## src/rtl/sslp_defines.svh

```systemverilog
// constants for the sleep, identifier and checksum command block
// assumes inclusion by bare name from rtl/ files
`ifndef SSLP_DEFINES_SVH
`define SSLP_DEFINES_SVH
`define SSLP_CMD_SLEEP 16'h3677
`define SSLP_CMD_IDENT 16'hE102
`define SSLP_CMD_STOP 16'h3FF9
`define SSLP_CRC_POLY 8'h31
`define SSLP_CRC_INIT 8'hFF
`define SSLP_CRC_XOROUT 8'h00
// product number value is arbitrary; low byte 1x marks final product
`define SSLP_PROD_NUMBER 32'h0A0B_0C10
`define SSLP_FLOW_UNIT 16'h0148
`define SSLP_UNIT_BASE 5'h01
`define SSLP_UNIT_TIME 4'h4
`define SSLP_UNIT_PREFIX 4'h8
`define SSLP_FLOW_SCALE 16'h00AA
`define SSLP_FLOW_OFFSET 16'hA000
`define SSLP_TEMP_SCALE 16'h00C8
`define SSLP_TEMP_OFFSET 16'h0000
`define SSLP_CLK_MHZ 100
`define SSLP_STOP_NS 500000
`define SSLP_STOP_CYC ((`SSLP_STOP_NS * `SSLP_CLK_MHZ) / 1000)
`define SSLP_WAKE_NS 16000000
`define SSLP_WAKE_CYC ((`SSLP_WAKE_NS / 1000) * `SSLP_CLK_MHZ)
`define SSLP_ID_WORDS 6
`endif

```

## src/rtl/sslp_pkg.sv

```systemverilog
// types for the sleep, identifier and checksum command block
// assumes nothing beyond the constants header
package sslp_pkg;
  typedef enum logic [3:0] {
    SSLP_IDLE = 4'b0001,
    SSLP_MEAS = 4'b0010,
    SSLP_STOPPING = 4'b0100,
    SSLP_SLEEP = 4'b1000
  } sslp_mode_e;
  typedef logic [15:0] sslp_word_t;
endpackage : sslp_pkg

```

## src/rtl/sslp_crc8.sv

```systemverilog
// checksum over one 16-bit data word, combinational
// assumes the word is the two bytes just sent, high byte first
`timescale 1ns/1ns
`default_nettype none
`include "sslp_defines.svh"
module sslp_crc8 (
  input wire logic [15:0] data,
  output logic [7:0] crc
);
  function automatic logic [7:0] crc_word(input logic [15:0] d);
    logic [7:0] c;
    c = `SSLP_CRC_INIT;
    for (int i = 15; i >= 0; i--) begin
      if (c[7] ^ d[i]) begin
        c = {c[6:0], 1'b0} ^ `SSLP_CRC_POLY;
      end else begin
        c = {c[6:0], 1'b0};
      end
    end
    return c ^ `SSLP_CRC_XOROUT;
  endfunction : crc_word

  assign crc = crc_word(data);
endmodule : sslp_crc8
`default_nettype wire

```

## src/rtl/sslp_id_rom.sv

```systemverilog
// identifier response words: product number then serial number
// assumes serial is supplied by the top from its calibration inputs
`timescale 1ns/1ns
`default_nettype none
`include "sslp_defines.svh"
module sslp_id_rom (
  input wire logic [2:0] index,
  input wire logic [63:0] serial,
  output logic [15:0] word
);
  wire logic [95:0] id_bits;
  // product number, arbitrary value; low byte 1x marks final product
  assign id_bits = {`SSLP_PROD_NUMBER, serial};
  assign word = (index < 3'(`SSLP_ID_WORDS)) ?
    id_bits[95 - 16 * index -: 16] : 16'h0000;
endmodule : sslp_id_rom
`default_nettype wire

```

## src/rtl/sslp_top.sv

```systemverilog
// What this block does
// - sleep command accepted only from idle
// - soft reset ignored while asleep
// - own address plus write wakes to idle
// - waking address byte is not acknowledged
// - identifier command followed by read returns id
// - identifier command executes only from idle
// - 32-bit product then 64-bit serial words
// - serial decimal: year, week, six-digit sequence
// - product low byte 8x prototype, 1x final
// - checksum follows every 16-bit identifier word; register reads carry none
// - flow is signed, (raw - offset)/scale
// - flow scale 170, offset -24576
// - temperature scale 200, offset zero
// - unit word fields prefix, time, base
// - only unit code 0148
// - stop takes 0.5 ms, commands refused
//
// command layer of the sensor: receives decoded bus events and
// serves the identifier readout and the fixed format words.
// assumes an external byte engine that reports address phases,
// command words and read-byte requests synchronous to ref_clk.
`timescale 1ns/1ns
`default_nettype none
`include "sslp_defines.svh"
module sslp_top (
  input wire logic ref_clk,
  input wire logic sys_rst,
  input wire logic addr_seen,
  input wire logic addr_match,
  input wire logic addr_read,
  input wire logic cmd_valid,
  input wire logic [15:0] cmd_code,
  input wire logic reset_req,
  input wire logic meas_start,
  input wire logic rd_req,
  input wire logic [6:0] cal_year,
  input wire logic [5:0] cal_week,
  input wire logic [19:0] cal_seq,
  input wire logic [3:0] reg_addr,
  input wire logic [15:0] reg_wdata,
  input wire logic reg_wr,
  input wire logic reg_rd,
  output logic addr_ack,
  output logic [7:0] rd_byte,
  output logic rd_valid,
  output logic soft_reset,
  output logic cmd_refused,
  output logic [3:0] mode,
  output logic [15:0] reg_rdata
);
  import sslp_pkg::*;

  localparam int STOP_CYC = `SSLP_STOP_CYC;
  localparam int WAKE_CYC = `SSLP_WAKE_CYC;

  sslp_mode_e state;
  sslp_mode_e next_state;
  logic [20:0] timer;
  logic [20:0] next_timer;
  logic waking;
  logic id_armed;
  logic [2:0] word_idx;
  logic [1:0] byte_idx;
  logic [63:0] serial;
  logic [15:0] flow_raw;
  logic [15:0] temp_raw;

  wire logic [15:0] id_word;
  wire logic [7:0] id_crc;
  wire logic [7:0] next_byte;
  wire logic is_idle;
  wire logic cmd_ok;
  wire logic wake_hit;
  wire logic id_done;

  // decimal yywwxxxxxx packed as binary value
  function automatic logic [63:0] ser_dec(input logic [6:0] yy,
                                          input logic [5:0] ww,
                                          input logic [19:0] sq);
    ser_dec = 64'(yy) * 64'd100000000 + 64'(ww) * 64'd1000000 + 64'(sq);
  endfunction : ser_dec

  sslp_id_rom u_rom (
    .index(word_idx),
    .serial(serial),
    .word(id_word)
  );

  sslp_crc8 u_crc (
    .data(id_word),
    .crc(id_crc)
  );

  assign is_idle = (state == SSLP_IDLE) && !waking;
  assign cmd_ok = cmd_valid && is_idle;
  // only own address with write bit is seen while asleep
  assign wake_hit = (state == SSLP_SLEEP) && addr_seen && addr_match &&
                    !addr_read;
  assign id_done = (word_idx == 3'(`SSLP_ID_WORDS - 1)) &&
                   (byte_idx == 2'd2);
  assign next_byte = (byte_idx == 2'd0) ? id_word[15:8] :
                     (byte_idx == 2'd1) ? id_word[7:0] : id_crc;

  always_comb begin
    next_state = state;
    next_timer = timer;
    unique case (state)
      SSLP_IDLE: begin
        if (waking) begin
          next_timer = timer - 21'd1;
        end else if (cmd_valid && cmd_code == `SSLP_CMD_SLEEP) begin
          next_state = SSLP_SLEEP;
        end else if (meas_start) begin
          next_state = SSLP_MEAS;
        end
      end
      SSLP_MEAS: begin
        if (cmd_valid && cmd_code == `SSLP_CMD_STOP) begin
          next_state = SSLP_STOPPING;
          next_timer = 21'(STOP_CYC - 1);
        end
      end
      SSLP_STOPPING: begin
        next_timer = timer - 21'd1;
        if (timer == 21'd0) begin
          next_state = SSLP_IDLE;
        end
      end
      SSLP_SLEEP: begin
        if (wake_hit) begin
          next_state = SSLP_IDLE;
          next_timer = 21'(WAKE_CYC - 1);
        end
      end
      default: begin
        next_state = SSLP_IDLE;
      end
    endcase
  end

  always_ff @(posedge ref_clk or posedge sys_rst) begin
    if (sys_rst) begin
      state <= SSLP_IDLE;
      timer <= 21'd0;
      waking <= 1'b0;
    end else begin
      state <= next_state;
      timer <= next_timer;
      if (wake_hit) begin
        waking <= 1'b1;
      end else if (waking && timer == 21'd0) begin
        waking <= 1'b0;
      end
    end
  end

  // identifier readout pointer; sleep drops any pending command
  always_ff @(posedge ref_clk or posedge sys_rst) begin
    if (sys_rst) begin
      id_armed <= 1'b0;
      word_idx <= 3'd0;
      byte_idx <= 2'd0;
    end else if (state == SSLP_SLEEP) begin
      id_armed <= 1'b0;
      word_idx <= 3'd0;
      byte_idx <= 2'd0;
    end else if (cmd_valid) begin
      id_armed <= cmd_ok && cmd_code == `SSLP_CMD_IDENT;
      word_idx <= 3'd0;
      byte_idx <= 2'd0;
    end else if (rd_req && id_armed) begin
      if (id_done) begin
        id_armed <= 1'b0;
      end
      if (byte_idx == 2'd2) begin
        byte_idx <= 2'd0;
        word_idx <= word_idx + 3'd1;
      end else begin
        byte_idx <= byte_idx + 2'd1;
      end
    end
  end

  always_ff @(posedge ref_clk or posedge sys_rst) begin
    if (sys_rst) begin
      serial <= 64'h0000_0000_0000_0000;
      rd_byte <= 8'h00;
      rd_valid <= 1'b0;
      addr_ack <= 1'b0;
      soft_reset <= 1'b0;
      cmd_refused <= 1'b0;
      mode <= 4'h0;
    end else begin
      serial <= ser_dec(cal_year, cal_week, cal_seq);
      rd_valid <= rd_req && id_armed;
      rd_byte <= (rd_req && id_armed) ? next_byte : 8'hFF;
      addr_ack <= addr_seen && addr_match && state != SSLP_SLEEP &&
                  state != SSLP_STOPPING && !waking;
      soft_reset <= reset_req && state != SSLP_SLEEP;
      cmd_refused <= cmd_valid && (state == SSLP_STOPPING || waking ||
        (state == SSLP_MEAS && cmd_code != `SSLP_CMD_STOP));
      mode <= state;
    end
  end

  // format registers: 0 flow, 1 temp, 2..5 constants, 6 unit fields
  always_ff @(posedge ref_clk or posedge sys_rst) begin
    if (sys_rst) begin
      flow_raw <= 16'h0000;
      temp_raw <= 16'h0000;
      reg_rdata <= 16'h0000;
    end else begin
      if (reg_wr && reg_addr == 4'h0) begin
        flow_raw <= reg_wdata;
      end
      if (reg_wr && reg_addr == 4'h1) begin
        temp_raw <= reg_wdata;
      end
      if (reg_rd) begin
        unique case (reg_addr)
          4'h0: reg_rdata <= flow_raw;
          4'h1: reg_rdata <= temp_raw;
          4'h2: reg_rdata <= `SSLP_FLOW_SCALE;
          4'h3: reg_rdata <= `SSLP_FLOW_OFFSET;
          4'h4: reg_rdata <= `SSLP_TEMP_SCALE;
          4'h5: reg_rdata <= `SSLP_FLOW_UNIT;
          4'h6: reg_rdata <= {3'b000, `SSLP_UNIT_BASE, `SSLP_UNIT_TIME,
                              `SSLP_UNIT_PREFIX};
          4'h7: reg_rdata <= {12'h000, state};
          default: reg_rdata <= 16'h0000;
        endcase
      end else begin
        reg_rdata <= 16'h0000;
      end
    end
  end
endmodule : sslp_top
`default_nettype wire

```

## config.mk

```make
export PLATFORM = sky130hd
export DESIGN_NAME = sslp_top
export DESIGN_NICKNAME = d
export VERILOG_FILES = /design/src/rtl/sslp_pkg.sv /design/src/rtl/sslp_crc8.sv /design/src/rtl/sslp_id_rom.sv /design/src/rtl/sslp_top.sv
export VERILOG_INCLUDE_DIRS = /design/src /design/src/rtl
export SDC_FILE = /design/constraint.sdc
export NUM_CORES = 1
export LEC_CHECK = 0
export ABC_AREA = 0
export BUFFER_PORTS_ARGS = -buffer_cell sky130_fd_sc_hd__buf_2
export CORE_MARGIN = 4
export CORE_UTILIZATION = 60
export CTS_CLUSTER_DIAMETER = 120
export DETAILED_ROUTE_END_ITERATION = 7
export GPL_TIMING_DRIVEN = 0
export PLACE_DENSITY_LB_ADDON = 0.1
export SLEW_MARGIN = 20
export SYNTH_ARGS = -nofsm -noshare
export SYNTH_HDL_FRONTEND = slang
export SYNTH_HIERARCHICAL = 1
export SYNTH_SLANG_ARGS = --single-unit
```

## constraint.sdc

```tcl
create_clock -name ref_clk -period 9 [get_ports ref_clk]
set_input_delay 2.25 -clock ref_clk [delete_from_list [all_inputs] [get_ports ref_clk]]
set_output_delay 2.25 -clock ref_clk [all_outputs]
set_load 0.01 [all_outputs]
```

==> run_summary.xml <==
<?xml version="1.0" encoding="UTF-8"?>
<metrics>
  <group name="global_routing">
    <metric name="grt_antenna_before_repair" unit="">0</metric>
    <metric name="grt_pass1_vias" unit="">8308</metric>
    <metric name="grt_first_pass_wirelength" unit="um">39300</metric>
    <metric name="track_usage" unit="%">23.23</metric>
    <metric name="grt-ovfl-total" unit="">0</metric>
    <metric name="maximum_number_of_pins_on_one_net_before_global_route_repair" unit="">69</metric>
  </group>
  <group name="die">
    <metric name="core.rowCount" unit="">49</metric>
    <metric name="initial_utilization" unit="%">61.53</metric>
    <metric name="ios" unit="">112</metric>
    <metric name="die_w" unit="um">144.2</metric>
    <metric name="dieArea" unit="um2">20790</metric>
    <metric name="fp.coreArea" unit="um2">18090</metric>
    <metric name="die_h" unit="um">144.2</metric>
  </group>
  <group name="synth">
    <metric name="synth_enable_flop_cells" unit="">0</metric>
    <metric name="postSynthAreaPerCell" unit="um2">9.980</metric>
    <metric name="ys_dominant_reg_cell" unit="">sky130_fd_sc_hd__dfrtp_1</metric>
    <metric name="number_of_different_library_cells_in_the_post_synthesis_netlist" unit="">92</metric>
    <metric name="postSynth.asyncResetShare" unit="%">100.0</metric>
    <metric name="post_synth_instance_area" unit="um2">11130</metric>
    <metric name="yosys_warnings" unit="">6</metric>
    <metric name="synth_seq_cells" unit="">131</metric>
    <metric name="sequential_area_share_after_synthesis" unit="%">29.47</metric>
    <metric name="syn-instance-count" unit="">1115</metric>
  </group>
  <group name="routing">
    <metric name="drt-initial-drc-count" unit="">344</metric>
    <metric name="routed_wire_length_per_instance" unit="um">15.29</metric>
    <metric name="detail_route.first_pass.iterations" unit="">5</metric>
    <metric name="vias_per_cell" unit="">5.527</metric>
    <metric name="wirelength" unit="um">23150</metric>
    <metric name="via_total_after_detailed_routing" unit="">8368</metric>
    <metric name="ant_nets" unit="">0</metric>
    <metric name="route.detailed.drc" unit="">0</metric>
  </group>
  <group name="sta">
    <metric name="fin_worst_skew" unit="ns">0.008519</metric>
    <metric name="setup-violations-final" unit="">0</metric>
    <metric name="timing.hold.ws" unit="ns">0.3669</metric>
    <metric name="worst-slew-pin-transition" unit="ns">0.9328</metric>
    <metric name="report.final.hold_viol_count" unit="">0</metric>
    <metric name="slew_headroom" unit="%">37.29</metric>
    <metric name="max_freq" unit="MHz">134.0</metric>
    <metric name="post-route-period-util" unit="%">82.91</metric>
    <metric name="tns" unit="ns">0</metric>
    <metric name="drv_slew" unit="">0</metric>
    <metric name="grt_setup_unrepaired" unit="">no</metric>
    <metric name="layout_setup_ws" unit="ns">1.538</metric>
    <metric name="period_needed" unit="ns">7.462</metric>
  </group>
  <group name="finish">
    <metric name="postLayoutCellArea" unit="um2">12650</metric>
    <metric name="postLayoutCoreUtil" unit="%">69.96</metric>
    <metric name="area.sequential" unit="um2">3279</metric>
    <metric name="final_net_count" unit="">1523</metric>
    <metric name="num_antenna_cells" unit="">0</metric>
    <metric name="n_fill_cell" unit="">1410</metric>
    <metric name="area_used_by_multi_input_combinational_logic" unit="um2">7332</metric>
    <metric name="area_delta_synth_final" unit="%">13.71</metric>
    <metric name="final_layout_size_suffix_gt1_share" unit="%">17.51</metric>
  </group>
  <group name="setup_path">
    <metric name="startpoint_class_of_the_critical_path" unit="">input port</metric>
    <metric name="critPathMostFrequentCell" unit="">sky130_fd_sc_hd__inv_1</metric>
    <metric name="worst_setup_path_end_kind" unit="">register</metric>
    <metric name="arrival" unit="ns">7.79</metric>
    <metric name="criticalPathCategory" unit="">in2reg</metric>
    <metric name="critical_path_rt" unit="ns">9.33</metric>
    <metric name="crit_slowest_cell" unit="">sky130_fd_sc_hd__fa_1</metric>
    <metric name="cp_max_fo" unit="">6</metric>
    <metric name="crit_path_cell_trace" unit="">buf_2 -&gt; inv_1 -&gt; fa_1 -&gt; inv_1 -&gt; ha_1 -&gt; inv_1 -&gt; fa_1 -&gt; inv_1 -&gt; fa_1 -&gt; ha_1 -&gt; a21oi_1 -&gt; nand2_1 -&gt; xnor2_1 -&gt; fa_1 -&gt; inv_1 -&gt; ha_1 -&gt; a21o_1 -&gt; a211oi_1 -&gt; o31ai_1 -&gt; a31oi_4 -&gt; o21ai_1 -&gt; o41a_1 -&gt; nand2_1 -&gt; xor2_1</metric>
    <metric name="critical-path-max-stage-delay" unit="ns">0.52</metric>
  </group>
  <group name="cts">
    <metric name="cts-resized-gates" unit="">0</metric>
    <metric name="cts_root_buffer" unit="">sky130_fd_sc_hd__clkbuf_16</metric>
    <metric name="cts.sinks" unit="">131</metric>
    <metric name="post_cts_setup_buffers" unit="">0</metric>
    <metric name="cts_max_level" unit="">4</metric>
    <metric name="clockBufferDepth" unit="">2</metric>
    <metric name="cts_tree" unit="">done</metric>
    <metric name="path_clk_slew" unit="ns">0.06</metric>
    <metric name="worst_skew_pair.late_latency" unit="ns">0.41</metric>
    <metric name="ctsHoldBuffers" unit="">0</metric>
    <metric name="tritoncts.num_buffers" unit="">17</metric>
  </group>
  <group name="pwr">
    <metric name="p_int" unit="uW">2361</metric>
    <metric name="pwr-share-clk" unit="%">15.4</metric>
    <metric name="power.share.combinational" unit="%">64.3</metric>
    <metric name="net-switching-power" unit="uW">1864</metric>
    <metric name="netSwitchingFraction" unit="%">44.12</metric>
    <metric name="vdd_drop_max" unit="V">0.0002326</metric>
    <metric name="power_frac_seq" unit="%">20.3</metric>
    <metric name="power.static_leakage" unit="uW">0.006143</metric>
    <metric name="powerDensity" unit="nW/um2">333.9</metric>
  </group>
  <group name="placement">
    <metric name="detailed_place.area" unit="um2">12100</metric>
    <metric name="dpl.hpwl" unit="um">18560</metric>
    <metric name="place_worst_setup_slack" unit="ns">1.097</metric>
    <metric name="finalWeightedCongestion" unit="">0.8915</metric>
    <metric name="port_buffers" unit="">109</metric>
  </group>
  <group name="status">
    <metric name="status" unit="">finished clean</metric>
  </group>
  <group name="worst_hold_path">
    <metric name="hp-class" unit="">reg2reg</metric>
  </group>
  <group name="job">
    <metric name="reported_max_cap_violation_count" unit="">0</metric>
  </group>
</metrics>
## stage by stage
step | power (uW) | std cells
floorplan | 3023 | 1143
global placement | 3527 | 1481
detailed placement | 3575 | 1482
CTS | 4250 | 1514
global route | 4658 | 1514
finish | 4226 | 1514
## logic make-up (layout without fill, tap and decap cells)
| group | Yosys count | after routing | synth area share (%) |
|---|---|---|---|
| AND/OR/NAND/NOR | 264 | 264 | 12.74 |
| buffers and inverters | 152 | 294 | 5.588 |
| XOR/XNOR | 97 | 97 | 9.265 |
| AO/OA/AOI/OAI | 226 | 226 | 13.32 |
| other | 1 | 29 | 0.03370 |
| multiplexers | 73 | 73 | 7.050 |
| flip-flops | 131 | 131 | 29.47 |
| adder cells (fa/ha/maj) | 171 | 171 | 22.53 |
## final timing paths
kind                        startpoint      endpoint  slack (ns)  cells past startpoint
setup / recovery           cal_year[1]    serial[30]        1.54                     24
hold / removal                state[2]       mode[2]        0.37                      0
setup reg to reg           word_idx[1]    rd_byte[1]        5.54                     11
hold reg to reg               state[2]       mode[2]        0.37                      0
max in group asynchronous      sys_rst    rd_byte[7]        6.39                      3
min in group asynchronous      sys_rst  flow_raw[10]        1.90                      2
## layout by cell type, fill, tap and decap left out, types with 8 or more instances in the layout
cell	n
sky130_fd_sc_hd__fa_1	49
sky130_fd_sc_hd__nand2_1	62
sky130_fd_sc_hd__dfrtp_1	130
sky130_fd_sc_hd__inv_1	120
sky130_fd_sc_hd__o21a_1	11
sky130_fd_sc_hd__buf_2	114
sky130_fd_sc_hd__xnor2_1	55
sky130_fd_sc_hd__o21ai_0	47
sky130_fd_sc_hd__and3_1	17
sky130_fd_sc_hd__nand3_1	14
sky130_fd_sc_hd__conb_1	29
sky130_fd_sc_hd__clkbuf_16	17
sky130_fd_sc_hd__xor2_1	29
sky130_fd_sc_hd__clkbuf_1	18
sky130_fd_sc_hd__mux2_2	33
sky130_fd_sc_hd__a21oi_1	68
sky130_fd_sc_hd__o22ai_1	9
sky130_fd_sc_hd__a21o_1	23
sky130_fd_sc_hd__nor3_1	16
sky130_fd_sc_hd__ha_1	122
sky130_fd_sc_hd__xnor3_1	8
sky130_fd_sc_hd__nor2_1	86
sky130_fd_sc_hd__mux2i_1	39
## cell type report
cell class	instances	share of cell area [%]
Buffer	28	1.236
Clock buffer	19	3.421
Clock inverter	13	0.9691
Inverter	124	3.718
Multi-Input combinational cell	860	57.95
Sequential cell	131	25.92
Tap cell	229	2.264
Timing Repair Buffer	110	4.529
## per-layer routing
metal | up-vias | global-route usage, % | wire, um
met2 | 194 | 40.03 | 11400
met5 | - | 0 | 0
met3 | 28 | 2.712 | 919
met1 | 3972 | 31.35 | 10430
met4 | 0 | 6.235 | 399
li1 | 4174 | - | -
## worst max-delay path: cells and delay by family
kind,cells,cell delay (ns)
adder cells (fa/ha/maj),7,2.76
AO/OA/AOI/OAI,7,1.51
buffers and inverters,6,0.57
XOR/XNOR,2,0.47
AND/OR/NAND/NOR,2,0.22
## power by group through the flow
stage,sequential [uW],clock [uW],combinational [uW]
5_1_grt,876,683,3100
4_1_cts,860,658,2730
3_5_place_dp,870,0,2710
2_1_floorplan,851,0,2170
6_report,859,649,2720
3_3_place_gp,865,0,2660
## synth_stat cells (5+ instances only)
library cell	n	share of area, %
sky130_fd_sc_hd__a21o_1	23	1.6
sky130_fd_sc_hd__a21oi_1	68	3.1
sky130_fd_sc_hd__a22oi_1	6	0.40
sky130_fd_sc_hd__a31oi_1	5	0.28
sky130_fd_sc_hd__and3_1	17	0.96
sky130_fd_sc_hd__buf_2	5	0.22
sky130_fd_sc_hd__clkbuf_1	16	0.54
sky130_fd_sc_hd__dfrtp_1	130	29
sky130_fd_sc_hd__fa_1	49	8.8
sky130_fd_sc_hd__ha_1	122	14
sky130_fd_sc_hd__inv_1	121	4.1
sky130_fd_sc_hd__mux2_2	33	3.3
sky130_fd_sc_hd__mux2i_1	39	3.5
sky130_fd_sc_hd__nand2_1	62	2.1
sky130_fd_sc_hd__nand2b_1	7	0.39
sky130_fd_sc_hd__nand3_1	14	0.63
sky130_fd_sc_hd__nand4_1	5	0.28
sky130_fd_sc_hd__nor2_1	86	2.9
sky130_fd_sc_hd__nor2b_1	7	0.39
sky130_fd_sc_hd__nor3_1	16	0.72
sky130_fd_sc_hd__nor3b_1	5	0.34
sky130_fd_sc_hd__nor4_1	7	0.39
sky130_fd_sc_hd__o21a_1	11	0.74
sky130_fd_sc_hd__o21ai_0	47	2.1
sky130_fd_sc_hd__o21ai_1	7	0.31
sky130_fd_sc_hd__o22a_1	7	0.55
sky130_fd_sc_hd__o22ai_1	9	0.51
sky130_fd_sc_hd__xnor2_1	55	4.3
sky130_fd_sc_hd__xnor3_1	8	1.6
sky130_fd_sc_hd__xor2_1	29	2.3
## sequential cells by signal, indices dropped and copies added, names as in the netlist, 2 cells and up
register,flops
flow_raw,16
rd_byte,8
byte_idx,2
mode,4
reg_rdata,16
serial,35
timer,21
temp_raw,16
state,4
word_idx,3
Note: power is estimated with default switching activity, not from simulation.
